File: config.mk
export PLATFORM = sky130hd
export DESIGN_NAME = adc_input_config_regs
export DESIGN_NICKNAME = d
export VERILOG_FILES = /design/src/rtl/adc_cfg_pkg.sv /design/src/rtl/cfg_word_if.sv /design/src/rtl/adc_input_config_regs.sv /design/src/rtl/input_mode_decode.sv
export SDC_FILE = /design/constraint.sdc
export NUM_CORES = 1
export LEC_CHECK = 0
export ABC_AREA = 1
export ABC_CLOCK_PERIOD_IN_PS = 1200
export CELL_PAD_IN_SITES_DETAIL_PLACEMENT = 1
export CELL_PAD_IN_SITES_GLOBAL_PLACEMENT = 1
export CORE_MARGIN = 3
export CORE_UTILIZATION = 41
export CTS_CLUSTER_SIZE = 16
export DETAILED_ROUTE_END_ITERATION = 10
export DONT_BUFFER_PORTS = 1
export GPL_ROUTABILITY_DRIVEN = 0
export PLACE_DENSITY_LB_ADDON = 0.08
export SLEW_MARGIN = 25
export SYNTH_ARGS = -nofsm -noshare
export SYNTH_HDL_FRONTEND = slang
export SYNTH_SLANG_ARGS = --single-unit
File: constraint.sdc
create_clock -name ref_clk -period 1.2 [get_ports ref_clk]
set_input_delay 0.18 -clock ref_clk [delete_from_list [all_inputs] [get_ports ref_clk]]
set_output_delay 0.18 -clock ref_clk [all_outputs]
set_load 0.01 [all_outputs]
File: src/rtl/adc_cfg_pkg.sv
package adc_cfg_pkg;

  localparam int unsigned WORD_W       = 16;
  localparam int unsigned PAIR_COUNT   = 8;
  localparam int unsigned CHAN_W       = 4;

  // Word layout
  localparam int unsigned SEL_MSB      = 15;
  localparam int unsigned SEL_LSB      = 11;
  localparam int unsigned PAIR_MSB     = 10;
  localparam int unsigned PAIR_LSB     = 3;
  localparam int unsigned COM_REF_BIT  = 2;

  localparam logic [4:0] PSEUDO_DIFF_REG_SELECT_CODE = 5'h11;
  localparam logic [4:0] BIPOLAR_REG_SELECT_CODE     = 5'h12;

  localparam logic [WORD_W-1:0] PSEUDO_DIFF_RESET = 16'h0000;
  localparam logic [WORD_W-1:0] BIPOLAR_RESET     = 16'h0000;

  // Cycles from channel_index to registered mode outputs
  localparam int unsigned MODE_LATENCY = 1;

  typedef enum logic [1:0] {
    mode_single_ended,
    mode_pair_unipolar,
    mode_pair_bipolar,
    mode_common_ref
  } conv_mode_type;

endpackage

File: src/rtl/cfg_word_if.sv
`timescale 1ns/1ps
interface cfg_word_if;
  import adc_cfg_pkg::*;

  logic [PAIR_COUNT-1:0] pair_pseudo_diff_bit;
  logic [PAIR_COUNT-1:0] pair_bipolar_bit;
  logic                  common_reference_flag;
  logic [CHAN_W-1:0]     channel_index;
  conv_mode_type         conv_mode;
  logic                  twos_complement;

  modport regs (
    output pair_pseudo_diff_bit,
    output pair_bipolar_bit,
    output common_reference_flag,
    output channel_index,
    input  conv_mode,
    input  twos_complement
  );

  modport decode (
    input  pair_pseudo_diff_bit,
    input  pair_bipolar_bit,
    input  common_reference_flag,
    input  channel_index,
    output conv_mode,
    output twos_complement
  );
endinterface

File: src/rtl/adc_input_config_regs.sv
`timescale 1ns/1ps
// What this block does
// - Word with top code 10001 writes the pseudo-differential select register.
// - Bits 10..3 pick pseudo-differential per pair, pair 0/1 at bit 10; reset zero.
// - Bit 2 refers inputs 0..14 to input 15 when set; reset zero.
// - Word with top code 10010 writes the bipolar select register.
// - Bits 10..3 pick bipolar per pair, pair 0/1 at bit 10; reset zero.
// - Bipolar bit alone gives differential pair with two's-complement coding.
// - Pseudo-differential bit gives pair conversion with straight binary coding.
// - Pseudo-differential bit wins over bipolar bit: straight binary unipolar.
// - Common-reference flag overrides pair bits; convert against input 15, binary.
module adc_input_config_regs
  import adc_cfg_pkg::*;
(
  // Clock and reset
  input  wire logic                  ref_clk,
  input  wire logic                  reset_n,
  // Configuration word from the serial front end
  input  wire logic [WORD_W-1:0]     cfg_word,
  input  wire logic                  cfg_word_valid,
  // Channel being converted
  input  wire logic [CHAN_W-1:0]     channel_index,
  // Register contents
  output logic      [PAIR_COUNT-1:0] pair_pseudo_diff_bit,
  output logic      [PAIR_COUNT-1:0] pair_bipolar_bit,
  output logic                       common_reference_flag,
  // Conversion setup for the selected channel
  output conv_mode_type              conv_mode,
  output logic                       twos_complement
);

  logic [WORD_W-1:0]     pseudo_diff_q;
  logic [WORD_W-1:0]     pseudo_diff_d;
  logic [WORD_W-1:0]     bipolar_q;
  logic [WORD_W-1:0]     bipolar_d;
  conv_mode_type         conv_mode_q;
  logic                  twos_complement_q;

  cfg_word_if cfg ();

  // Select decode
  wire [4:0] select_code      = cfg_word[SEL_MSB:SEL_LSB];
  wire       pseudo_diff_hit  = cfg_word_valid
                                && (select_code == PSEUDO_DIFF_REG_SELECT_CODE);
  wire       bipolar_hit      = cfg_word_valid
                                && (select_code == BIPOLAR_REG_SELECT_CODE);

  // Only pair and flag fields are stored; unused bits stay zero
  wire [WORD_W-1:0] pseudo_diff_mask = 16'h07fc;
  wire [WORD_W-1:0] bipolar_mask     = 16'h07f8;

  assign pseudo_diff_d = pseudo_diff_hit ? (cfg_word & pseudo_diff_mask)
                                         : pseudo_diff_q;
  assign bipolar_d     = bipolar_hit ? (cfg_word & bipolar_mask)
                                     : bipolar_q;

  always_ff @(posedge ref_clk or negedge reset_n) begin
    if (!reset_n) begin
      pseudo_diff_q <= PSEUDO_DIFF_RESET;
      bipolar_q     <= BIPOLAR_RESET;
    end else begin
      pseudo_diff_q <= pseudo_diff_d;
      bipolar_q     <= bipolar_d;
    end
  end

  // Pair p sits at bit 10-p, so the field is bit-reversed into pair order
  genvar p;
  generate
    for (p = 0; p < PAIR_COUNT; p++) begin : g_pair
      assign cfg.pair_pseudo_diff_bit[p] = pseudo_diff_q[PAIR_MSB-p];
      assign cfg.pair_bipolar_bit[p]     = bipolar_q[PAIR_MSB-p];

    end
  endgenerate

  assign cfg.common_reference_flag = pseudo_diff_q[COM_REF_BIT];
  assign cfg.channel_index         = channel_index;

  input_mode_decode input_mode_decode_inst (
    .cfg (cfg)
  );

  // Registered so the converter sees a glitch-free setup
  always_ff @(posedge ref_clk or negedge reset_n) begin
    if (!reset_n) begin
      conv_mode_q       <= mode_single_ended;
      twos_complement_q <= 1'b0;
    end else begin
      conv_mode_q       <= cfg.conv_mode;
      twos_complement_q <= cfg.twos_complement;
    end
  end

  assign pair_pseudo_diff_bit  = cfg.pair_pseudo_diff_bit;
  assign pair_bipolar_bit      = cfg.pair_bipolar_bit;
  assign common_reference_flag = pseudo_diff_q[COM_REF_BIT];
  assign conv_mode             = conv_mode_q;
  assign twos_complement       = twos_complement_q;

  wire [2:0] pair_sel    = channel_index[CHAN_W-1:1];
  wire       pair_pseudo = cfg.pair_pseudo_diff_bit[pair_sel];
  wire       pair_bip    = cfg.pair_bipolar_bit[pair_sel];
endmodule // adc_input_config_regs

File: src/rtl/input_mode_decode.sv
`timescale 1ns/1ps
module input_mode_decode
  import adc_cfg_pkg::*;
(
  cfg_word_if.decode cfg
);

  // Both channels of a pair share one pair bit
  wire [2:0] pair_index  = cfg.channel_index[CHAN_W-1:1];
  wire       pseudo_bit  = cfg.pair_pseudo_diff_bit[pair_index];
  wire       bipolar_bit = cfg.pair_bipolar_bit[pair_index];

  // Common reference overrides everything, then pseudo-differential
  assign cfg.conv_mode =
    cfg.common_reference_flag ? mode_common_ref :
    pseudo_bit                ? mode_pair_unipolar :
    bipolar_bit               ? mode_pair_bipolar :
                                mode_single_ended;

  assign cfg.twos_complement = (cfg.conv_mode == mode_pair_bipolar);

endmodule // input_mode_decode

==> results.toml, run 1 <==
[outcome]
status = "finished, final reports clean"

[worst_setup_path]
critical_path.endpoint_type = "flip-flop"
cp_data_required_time_ps = 1430
cp_slowest_stage_delay_ps = 450
cell_mode_on_critical_path = "sky130_fd_sc_hd__nand2_1"
worst_path_bufs_invs = 1
crit_path_start_kind = "flip-flop"
worst-endpoint-arrival_ps = 1320
critPathKind = "flip-flop to flip-flop"
path_cells = "inv_1 > nand2_1 > nand3_1 > nand3_1 > nand2_1 > nand2_1 > nor2_1"
highest_fanout_seen_on_the_critical_path = 3
critical_path.slowest_cell = "sky130_fd_sc_hd__dfrtp_1"
worst_path_dominant_cell_family = "simple AND/OR/NAND/NOR gates"

[yosys]
yosys.area.top_type_share_pct = 48.31
synth_area_sq_um = 1036
synth-compound-area-share_pct = 11.84
postSynthRegisterBits = 20
yosys.cell_types.count = 14
post_synth_xor_area_fraction_pct = 0
synth.avg_cell_area_sq_um = 8.094
dominant_combinational_cell_family_by_area_after_synthesis = "simple AND/OR/NAND/NOR gates"
post_synth_main_area_contributors = "sky130_fd_sc_hd__dfrtp_1, sky130_fd_sc_hd__nand2_1, sky130_fd_sc_hd__inv_1"
synth_largest_area_cell = "sky130_fd_sc_hd__dfrtp_1"
post_synth_inst_count = 128
synth.mux.area_fraction_pct = 0
yosys_warnings = 0
fraction_of_the_mapped_netlist_area_in_adder_cells_pct = 0
synth_simple_gate_area_share_pct = 25.48
syn_nets = 151
synth_seq_area_share_pct = 48.31

[layout]
insertedDiodeCount = 0
multi_input_comb_area_sq_um = 386.6
n_fill_cell = 287
most-common-layout-cells = "sky130_fd_sc_hd__nand2_1, sky130_fd_sc_hd__inv_1, sky130_fd_sc_hd__dfrtp_1"
commonest_non_fill_non_tap_cell_in_the_layout = "sky130_fd_sc_hd__nand2_1"
area.sequential_sq_um = 500.5
area_delta_synth_final_pct = 5.797
final_layout_size_suffix_gt1_share_pct = 16.67
nets = 156

[power_and_ir_drop]
ir_worst_vdd_v = 0.0007233
total_leakage_power_nw = 0.5965
pwr_density_cell_nw_per_um2 = 1492

[timing]
final_hold_viol_count = 0
timing.fmax_mhz = 915.6
finalCritPeriodShare_pct = 91.01
maxSlewViolCount = 0
timing.max_slew.rel_slack_pct = 70.24
finalWorstPathRequiredPeriod_ps = 1092
count_of_endpoints_failing_setup_in_the_final_report = 0
worst_pin_slew_ps = 446.3
rsz_0062_raised_after_global_routing = "false"
hold-worst-slack_ps = 29.89
setup-tns-final_ps = 0
skew_final_ps = 2.908

[global_routing]
global_route.usage.total_pct = 14.83
overflow = 0
first_global_vias = 829
grt_max_degree = 21
grt_pass1_wl_um = 3746
initial_antenna_violation_count = 0

[detailed_routing]
route.detailed.wl_per_inst_um = 13.65
drt_iter0_markers = 1
drt-pass1-iter-count = 2
detail_route_antenna_nets = 0
routed_wl_um = 2184
via_count = 802
vias_per_cell = 5.013
drcViolationCount = 0

[cts]
cts_root_buf = "sky130_fd_sc_hd__clkbuf_4"
ctsHtreeMaxLevel = 1
post_cts_resize_count = 0
clock_tree_from_tritoncts = "yes"
clk_sink_count = 20
clk_pin_slew_worst_paths_ps = 110
numCtsBuffers = 3
clk_path_buf_depth = 2
clk_latency_ps = 300

[floorplan]
core-area_sq_um = 2297
dieArea_sq_um = 3166
chipWidth_um = 56.27
start_util_pct = 45.10
pin_count = 43
die-height_um = 56.27
row_count = 17

[placement]
hpwlAfterDp_um = 1744
portBuffers = 0

[job]
cap_viol_max_count = 0

[worst_hold_path]
min_path_type = "input pin to flip-flop"
==> timing repair <==
action,4_1_cts,5_1_grt
endpoints found under the hold margin,20,20
setup buffers,0,0
hold buffers,1,1
==> kinds of logic after synthesis <==
| kind of cell | count (synthesis) |
|---|---|
| and+or+nand+nor | 58 |
| buffers and inverters | 33 |
| DFF | 20 |
| AOI/OAI and AO/OA | 17 |
==> registers in the layout, summed over array words and instances, names as in the netlist <==
signal	flops
twos_complement	1
conv_mode	2
bipolar_q	8
pseudo_diff_q	9
==> layout make-up <==
type	count	area share [%]
Tap cell	28	3.196
Timing Repair Buffer	3	2.055
Multi-Input combinational cell	75	35.27
Clock buffer	4	3.311
Sequential cell	20	45.66
Inverter	30	10.50
==> per-stage QoR <==
stage                     std cells  total power [mW]  area, sq um  utilization (%)  worst slack [ps]
after floorplan                 128             1.181         1036                -             275.8
after global placement          154             1.227         1045            45.48             198.9
after detailed placement        154             1.254         1045            45.48             113.8
after CTS                       159             1.664         1091            47.49             78.17
after global routing            160             1.756         1096            47.71             29.15
final                           160             1.635         1096            47.71             107.8
==> path summary, 6_finish.rpt <==
| kind | cells past startpoint | from | slack [ps] | end |
|---|---|---|---|---|
| worst max-delay path | 7 | pseudo_diff_q[4] | 110 | twos_complement |
| worst min-delay path | 2 | cfg_word[7] | 30 | bipolar_q[7] |
| worst max register to register | 7 | pseudo_diff_q[4] | 110 | twos_complement |
| worst min register to register | 2 | pseudo_diff_q[5] | 600 | pseudo_diff_q[5] |
| max in group asynchronous | 2 | reset_n | 540 | bipolar_q[4] |
| min in group asynchronous | 2 | reset_n | 350 | conv_mode[0] |
==> layer usage <==
layer | GRT usage, % | routed length [um] | vias to the layer above
met4 | 4.068 | 26 | 0
met2 | 24.37 | 1057 | 30
met1 | 19.05 | 941 | 372
li1 | - | - | 395
met3 | 4.138 | 159 | 5
met5 | 0 | 0 | -
==> cells in the mapped netlist <==
cell	instances
sky130_fd_sc_hd__inv_4	1
sky130_fd_sc_hd__nor2_2	1
sky130_fd_sc_hd__inv_1	29
sky130_fd_sc_hd__nor2_1	3
sky130_fd_sc_hd__o21ai_2	9
sky130_fd_sc_hd__nand2_2	2
sky130_fd_sc_hd__buf_6	3
sky130_fd_sc_hd__a21oi_2	1
sky130_fd_sc_hd__nand4_2	1
sky130_fd_sc_hd__nand3b_4	1
sky130_fd_sc_hd__dfrtp_1	20
sky130_fd_sc_hd__nand3_1	11
sky130_fd_sc_hd__nand2_1	39
sky130_fd_sc_hd__o21ai_1	7
==> where the power goes <==
group          switching, mW  leakage, nW  internal (mW)
Sequential             0.163        0.251          0.791
Clock                  0.205       0.0210          0.185
Combinational          0.171        0.324          0.120
Total                  0.538        0.596           1.10
(Power assumes the default switching activity.)
==> run 2: changes to the inputs <==
--- a/config.mk
+++ b/config.mk
@@ -19,4 +19,5 @@
 export SLEW_MARGIN = 25
 export SYNTH_ARGS = -nofsm -noshare
 export SYNTH_HDL_FRONTEND = slang
+export SYNTH_HIERARCHICAL = 1
 export SYNTH_SLANG_ARGS = --single-unit
==> results.toml, run 2 <==
[outcome]
status = "finished, final reports clean"

[yosys]
synth_area_sq_um = 1096
yosys_warnings = 6
yosys.cell_types.count = 14
synth_enable_flop_cells = 0
yosys.area.top_type_share_pct = 45.66
synth-main-ff-cell = "sky130_fd_sc_hd__dfrtp_1"
post_synth_inst_count = 140
synth.avg_cell_area_sq_um = 7.829
post_synth_main_area_contributors = "sky130_fd_sc_hd__dfrtp_1, sky130_fd_sc_hd__nand2_1, sky130_fd_sc_hd__nand4_1"
postSynthRegisterBits = 20
postSynth.asyncResetShare_pct = 100.0
synth_largest_area_cell = "sky130_fd_sc_hd__dfrtp_1"
netlist_top_cells_count = "sky130_fd_sc_hd__nand2_1, sky130_fd_sc_hd__dfrtp_1, sky130_fd_sc_hd__inv_1"
syn_nets = 163
yosys.cell_count.top_type = "sky130_fd_sc_hd__nand2_1"
synth_seq_area_share_pct = 45.66

[global_routing]
met3_usage_pct = 4.232
initial_antenna_violation_count = 0
globalRouteMet2Util_pct = 28.55
overflow = 0
grt_max_degree = 21
grt.met1_usage_pct = 24.23
global_route.usage.total_pct = 18.06
busiest_layer = "met2"
grt_pass1_wl_um = 4491
first_global_vias = 935

[timing]
finalCritPeriodShare_pct = 89.52
timing.final.ws_setup_ps = 125.8
hold-worst-slack_ps = 17.25
timing.fmax_mhz = 930.9
maxSlewViolCount = 0
final_hold_viol_count = 0
finalWorstPathRequiredPeriod_ps = 1074
count_of_endpoints_failing_setup_in_the_final_report = 0
rsz_0062_raised_after_global_routing = "false"
timing.max_slew.rel_slack_pct = 68.78
worst_pin_slew_ps = 468.3
skew_final_ps = 3.260
setup-tns-final_ps = 0

[layout]
post_layout_nonfiller_instances = 177
nets = 171
insertedDiodeCount = 0
most-common-layout-cells = "sky130_fd_sc_hd__nand2_1, sky130_fd_sc_hd__inv_1, sky130_fd_sc_hd__dfrtp_1"
area_delta_synth_final_pct = 10.62
final_layout_size_suffix_gt1_share_pct = 12.24
top_register = "pseudo_diff_q"
commonest_non_fill_non_tap_cell_in_the_layout = "sky130_fd_sc_hd__nand2_1"
layout.cell_area.non_filler_sq_um = 1212
largest_register_ff_count = 9

[worst_setup_path]
critical_path.endpoint = "conv_mode[1]"
reg2reg_setup_slack_ps = 130
timing.reg2reg.worst_path_depth = 8
rr_endpoint = "conv_mode[1]"
crit_path_start_kind = "flip-flop"
critical_path.endpoint_type = "flip-flop"
crit-reg2reg-launch = "bipolar_q[7]"
cp_data_required_time_ps = 1410
worst-endpoint-arrival_ps = 1290
highest_fanout_seen_on_the_critical_path = 3
critPathKind = "flip-flop to flip-flop"
critPathLaunch = "bipolar_q[7]"

[detailed_routing]
route.detailed.wl_per_inst_um = 16.11
vias_per_cell = 5.136
drt-pass1-iter-count = 4
routed_wl_um = 2851
drt_iter0_markers = 24
via_count = 909
drcViolationCount = 0
detail_route_antenna_nets = 0

[cts]
ctsHtreeMaxLevel = 1
clk_path_buf_depth = 2
clock_tree_from_tritoncts = "yes"
cts_root_buf = "sky130_fd_sc_hd__clkbuf_4"
clk_sink_count = 20
clk_latency_ps = 310
numCtsBuffers = 3
clk_pin_slew_worst_paths_ps = 120

[worst_hold_path]
min_path_type = "input pin to flip-flop"

[floorplan]
die-height_um = 57.71
pin_count = 43
chipWidth_um = 57.71
core-area_sq_um = 2500
row_count = 18
start_util_pct = 43.84
dieArea_sq_um = 3330

[power_and_ir_drop]
total_leakage_power_nw = 0.6495
ir_worst_vdd_v = 0.0009978
pwr_density_cell_nw_per_um2 = 1518

[placement]
pre_cts_ws_ps = 152.9
post_place_cells = 167
postPlaceCellArea_sq_um = 1104
hpwlAfterDp_um = 2104
portBuffers = 0

[job]
cap_viol_max_count = 0
-- run 2: cell count changes after synthesis, moves of 3 or more --
cell	change
sky130_fd_sc_hd__inv_1	-9
sky130_fd_sc_hd__o21ai_1	-7
sky130_fd_sc_hd__nand2_1	+19
sky130_fd_sc_hd__inv_2	+3
sky130_fd_sc_hd__nand4_1	+17
sky130_fd_sc_hd__nor2_1	-3
sky130_fd_sc_hd__o21ai_2	-9
-- run 2: layout make-up --
| type | instances | area (sq um) |
|---|---|---|
| inverters | 24 | 95.09 |
| fillers | 324 | 1287 |
| flip-flops and latches | 20 | 501.7 |
| clock inverters | 1 | 30.03 |
| repair buffers | 6 | 55.05 |
| multi-input cells | 93 | 470.5 |
| clock buffers | 3 | 22.52 |
| well taps | 30 | 37.54 |
-- run 2: routing by layer --
layer  up-vias  share of wire, %
met2        30                48
met1       415                45
met3         5               5.1
met4         0               1.5
met5         -                 0
li1        459                 -
-- run 2: where the power goes --
part	internal, mW	total (mW)	switching (mW)
sequential	0.796	0.967	0.171
clock	0.338	0.567	0.230
combinational	0.114	0.306	0.192
total	1.25	1.84	0.592
-- run 2: how the worst min path moves through the flow --
| stage | startpoint | to | slack (ps) | cells past startpoint |
|---|---|---|---|---|
| after floorplan | reset_n | bipolar_q[10] | -120 | 0 |
| after global routing | cfg_word[6] | pseudo_diff_q[6] | 0.4 | 2 |
| after global placement | reset_n | bipolar_q[10] | -120 | 0 |
| final | cfg_word[7] | bipolar_q[7] | 20 | 2 |
| after detailed placement | reset_n | bipolar_q[10] | -120 | 0 |
| after CTS | cfg_word[10] | pseudo_diff_q[10] | 0.1 | 2 |
-- run 2: repair_timing --
action | 4_1_cts | 5_1_grt
hold endpoints to repair | 20 | 24
setup endpoints to repair | 0 | 1
resized for setup | 0 | 1
hold buffers | 1 | 5
buffers inserted | 0 | 0
-- run 2: logic make-up after synthesis --
group | synth area share [%]
flops | 45.66
buf+inv | 11.42
simple gates | 42.92
-- run 2: per-stage QoR --
stage / total power, mW / utilization (%)
2_1_floorplan: 1.191 / -
3_3_place_gp: 1.241 / 44.14
3_5_place_dp: 1.261 / 44.14
4_1_cts: 1.850 / 46.65
5_1_grt: 1.970 / 48.50
6_report: 1.840 / 48.50
-- run 2: worst max-delay path, stage by stage, from the launching register on --
cell	delay, ps
sky130_fd_sc_hd__dfrtp_1	450
sky130_fd_sc_hd__inv_1	80
sky130_fd_sc_hd__nand2_1	50
sky130_fd_sc_hd__nand3_1	90
sky130_fd_sc_hd__nand2_1	70
sky130_fd_sc_hd__nand2_1	70
sky130_fd_sc_hd__nand2_2	60
sky130_fd_sc_hd__nand2_1	60
sky130_fd_sc_hd__nand2_1	50
==> run 3: changes to the inputs <==
--- a/config.mk
+++ b/config.mk
@@ -6,7 +6,6 @@
 export NUM_CORES = 1
 export LEC_CHECK = 0
 export ABC_AREA = 1
-export ABC_CLOCK_PERIOD_IN_PS = 1200
 export CELL_PAD_IN_SITES_DETAIL_PLACEMENT = 1
 export CELL_PAD_IN_SITES_GLOBAL_PLACEMENT = 1
 export CORE_MARGIN = 3
==> constraint.sdc (replaced) <==
create_clock -name ref_clk -period 1.2 [get_ports ref_clk]
set_input_delay 0.3 -clock ref_clk [delete_from_list [all_inputs] [get_ports ref_clk]]
set_output_delay 0.3 -clock ref_clk [all_outputs]
set_load 0.01 [all_outputs]
==> results.toml, run 3 (synthesis gave the netlist of run 2 again) <==
[layout]
nets = 166
largest_register_ff_count = 9
commonest_non_fill_non_tap_cell_in_the_layout = "sky130_fd_sc_hd__nand2_1"
area_delta_synth_final_pct = 3.425
n_fill_cell = 307
final_layout_size_suffix_gt1_share_pct = 11.35
insertedDiodeCount = 0
top_register = "pseudo_diff_q"
most-common-layout-cells = "sky130_fd_sc_hd__nand2_1, sky130_fd_sc_hd__inv_1, sky130_fd_sc_hd__dfrtp_1"

[timing]
timing.fmax_mhz = 939.2
rsz_0062_raised_after_global_routing = "false"
setup-tns-final_ps = 0
count_of_endpoints_failing_setup_in_the_final_report = 0
hold-worst-slack_ps = -326.1
finalCritPeriodShare_pct = 88.72
worst_pin_slew_ps = 292.9
final_hold_viol_count = 20
timing.max_slew.rel_slack_pct = 80.47
maxSlewViolCount = 0
timing.final.ws_setup_ps = 135.3
skew_final_ps = 5.659
finalWorstPathRequiredPeriod_ps = 1065

[cts]
clk_latency_ps = 300
ctsHtreeMaxLevel = 1
clk_sink_count = 20
clk_pin_slew_worst_paths_ps = 120
numCtsBuffers = 3
clk_path_buf_depth = 2
clock_tree_from_tritoncts = "yes"
cts_root_buf = "sky130_fd_sc_hd__clkbuf_4"

[detailed_routing]
route.detailed.wl_per_inst_um = 16.32
drcViolationCount = 0
detail_route_antenna_nets = 0
routed_wl_um = 2791
drt_iter0_markers = 18
via_count = 905
vias_per_cell = 5.292
drt-pass1-iter-count = 4

[power_and_ir_drop]
ir_worst_vdd_v = 0.0006180
internal-power_mw = 1.017
total_leakage_power_nw = 0.6171
p_sw_share_pct = 35.22
power.combinational.fraction_pct = 17.9
netSwitchingPower_mw = 0.5529
pwr_density_cell_nw_per_um2 = 1385
relative_contribution_of_sequential_cells_to_total_power_pct = 61.4
total_power_mw = 1.570
clkPwrFrac_pct = 20.6

[outcome]
violations = "negative hold slack"
status = "finished with violations"

[global_routing]
first_global_vias = 941
grt_pass1_wl_um = 4491
busiest_layer = "met2"
met3_usage_pct = 4.232
global_route.usage.total_pct = 17.86
grt_max_degree = 21
initial_antenna_violation_count = 0
globalRouteMet2Util_pct = 31.13
grt.met1_usage_pct = 21.52
overflow = 0

[worst_setup_path]
cp_data_required_time_ps = 1400
critPathKind = "flip-flop to flip-flop"
highest_fanout_seen_on_the_critical_path = 3
crit_path_start_kind = "flip-flop"
critical_path.endpoint_type = "flip-flop"
worst-endpoint-arrival_ps = 1270

[placement]
pre_cts_ws_ps = 155.2
hpwlAfterDp_um = 2187
portBuffers = 0

[worst_hold_path]
min_path_type = "input pin to async pin"

[floorplan]
row_count = 18
chipWidth_um = 57.71
die-height_um = 57.71
dieArea_sq_um = 3330
core-area_sq_um = 2500
pin_count = 43
start_util_pct = 43.84

[job]
cap_viol_max_count = 0
-- run 3: critical path, stage by stage, from the launching register on --
cell	delay (ps)
sky130_fd_sc_hd__dfrtp_1	450
sky130_fd_sc_hd__inv_1	70
sky130_fd_sc_hd__nand2_1	60
sky130_fd_sc_hd__nand3_1	80
sky130_fd_sc_hd__nand2_1	80
sky130_fd_sc_hd__nand2_1	70
sky130_fd_sc_hd__nand2_2	60
sky130_fd_sc_hd__nand2_1	60
sky130_fd_sc_hd__nand2_1	40
-- run 3: path summary, 6_finish.rpt --
check,startpoint,to,slack (ps),cells after the start
max in group asynchronous,reset_n,pseudo_diff_q[7],1450,0
min,reset_n,bipolar_q[10],-330,0
min in group ref_clk,cfg_word[4],bipolar_q[4],140,2
max reg2reg,bipolar_q[8],conv_mode[1],140,8
max,bipolar_q[8],conv_mode[1],140,8
min reg2reg,pseudo_diff_q[5],pseudo_diff_q[5],570,2
-- run 3: per-layer routing --
metal | share of wire, % | up-vias | routed length (um)
li1 | - | 451 | -
met1 | 43 | 427 | 1194
met2 | 51 | 25 | 1420
met3 | 5.8 | 2 | 161
met4 | 0.47 | 0 | 13
met5 | 0 | - | 0
-- run 3: power groups by stage --
stage / Clock [mW] / Combinational (mW) / Sequential [mW]
floorplan: 0 / 0.244 / 0.947
finish: 0.324 / 0.281 / 0.965
detailed placement: 0 / 0.284 / 0.983
global placement: 0 / 0.265 / 0.975
CTS: 0.340 / 0.285 / 0.969
global route: 0.377 / 0.334 / 0.983
-- run 3: area by class of cell --
class	count	area [sq um]	area share (%)
inverters	24	95.09	8.389
multi-input cells	93	470.5	41.50
well taps	30	37.54	3.311
clock buffers	3	22.52	1.987
flip-flops and latches	20	500.5	44.15
repair buffers	1	7.507	0.6623
-- run 3: stage by stage --
step | hold slack, ps | util [%] | cell area (sq um) | std cells
finish | -326.1 | 45.35 | 1134 | 171
detailed placement | 4.876 | 44.44 | 1111 | 168
floorplan | 4.409 | - | 1096 | 140
global route | -358.0 | 45.35 | 1134 | 171
global placement | 4.864 | 44.44 | 1111 | 168
CTS | -337.0 | 45.35 | 1134 | 171
-- run 3: repair_timing --
action / in CTS / in global routing
endpoints found under the hold margin: 20 / 20
gates resized for setup: 0 / 0
setup buffers: 0 / 0
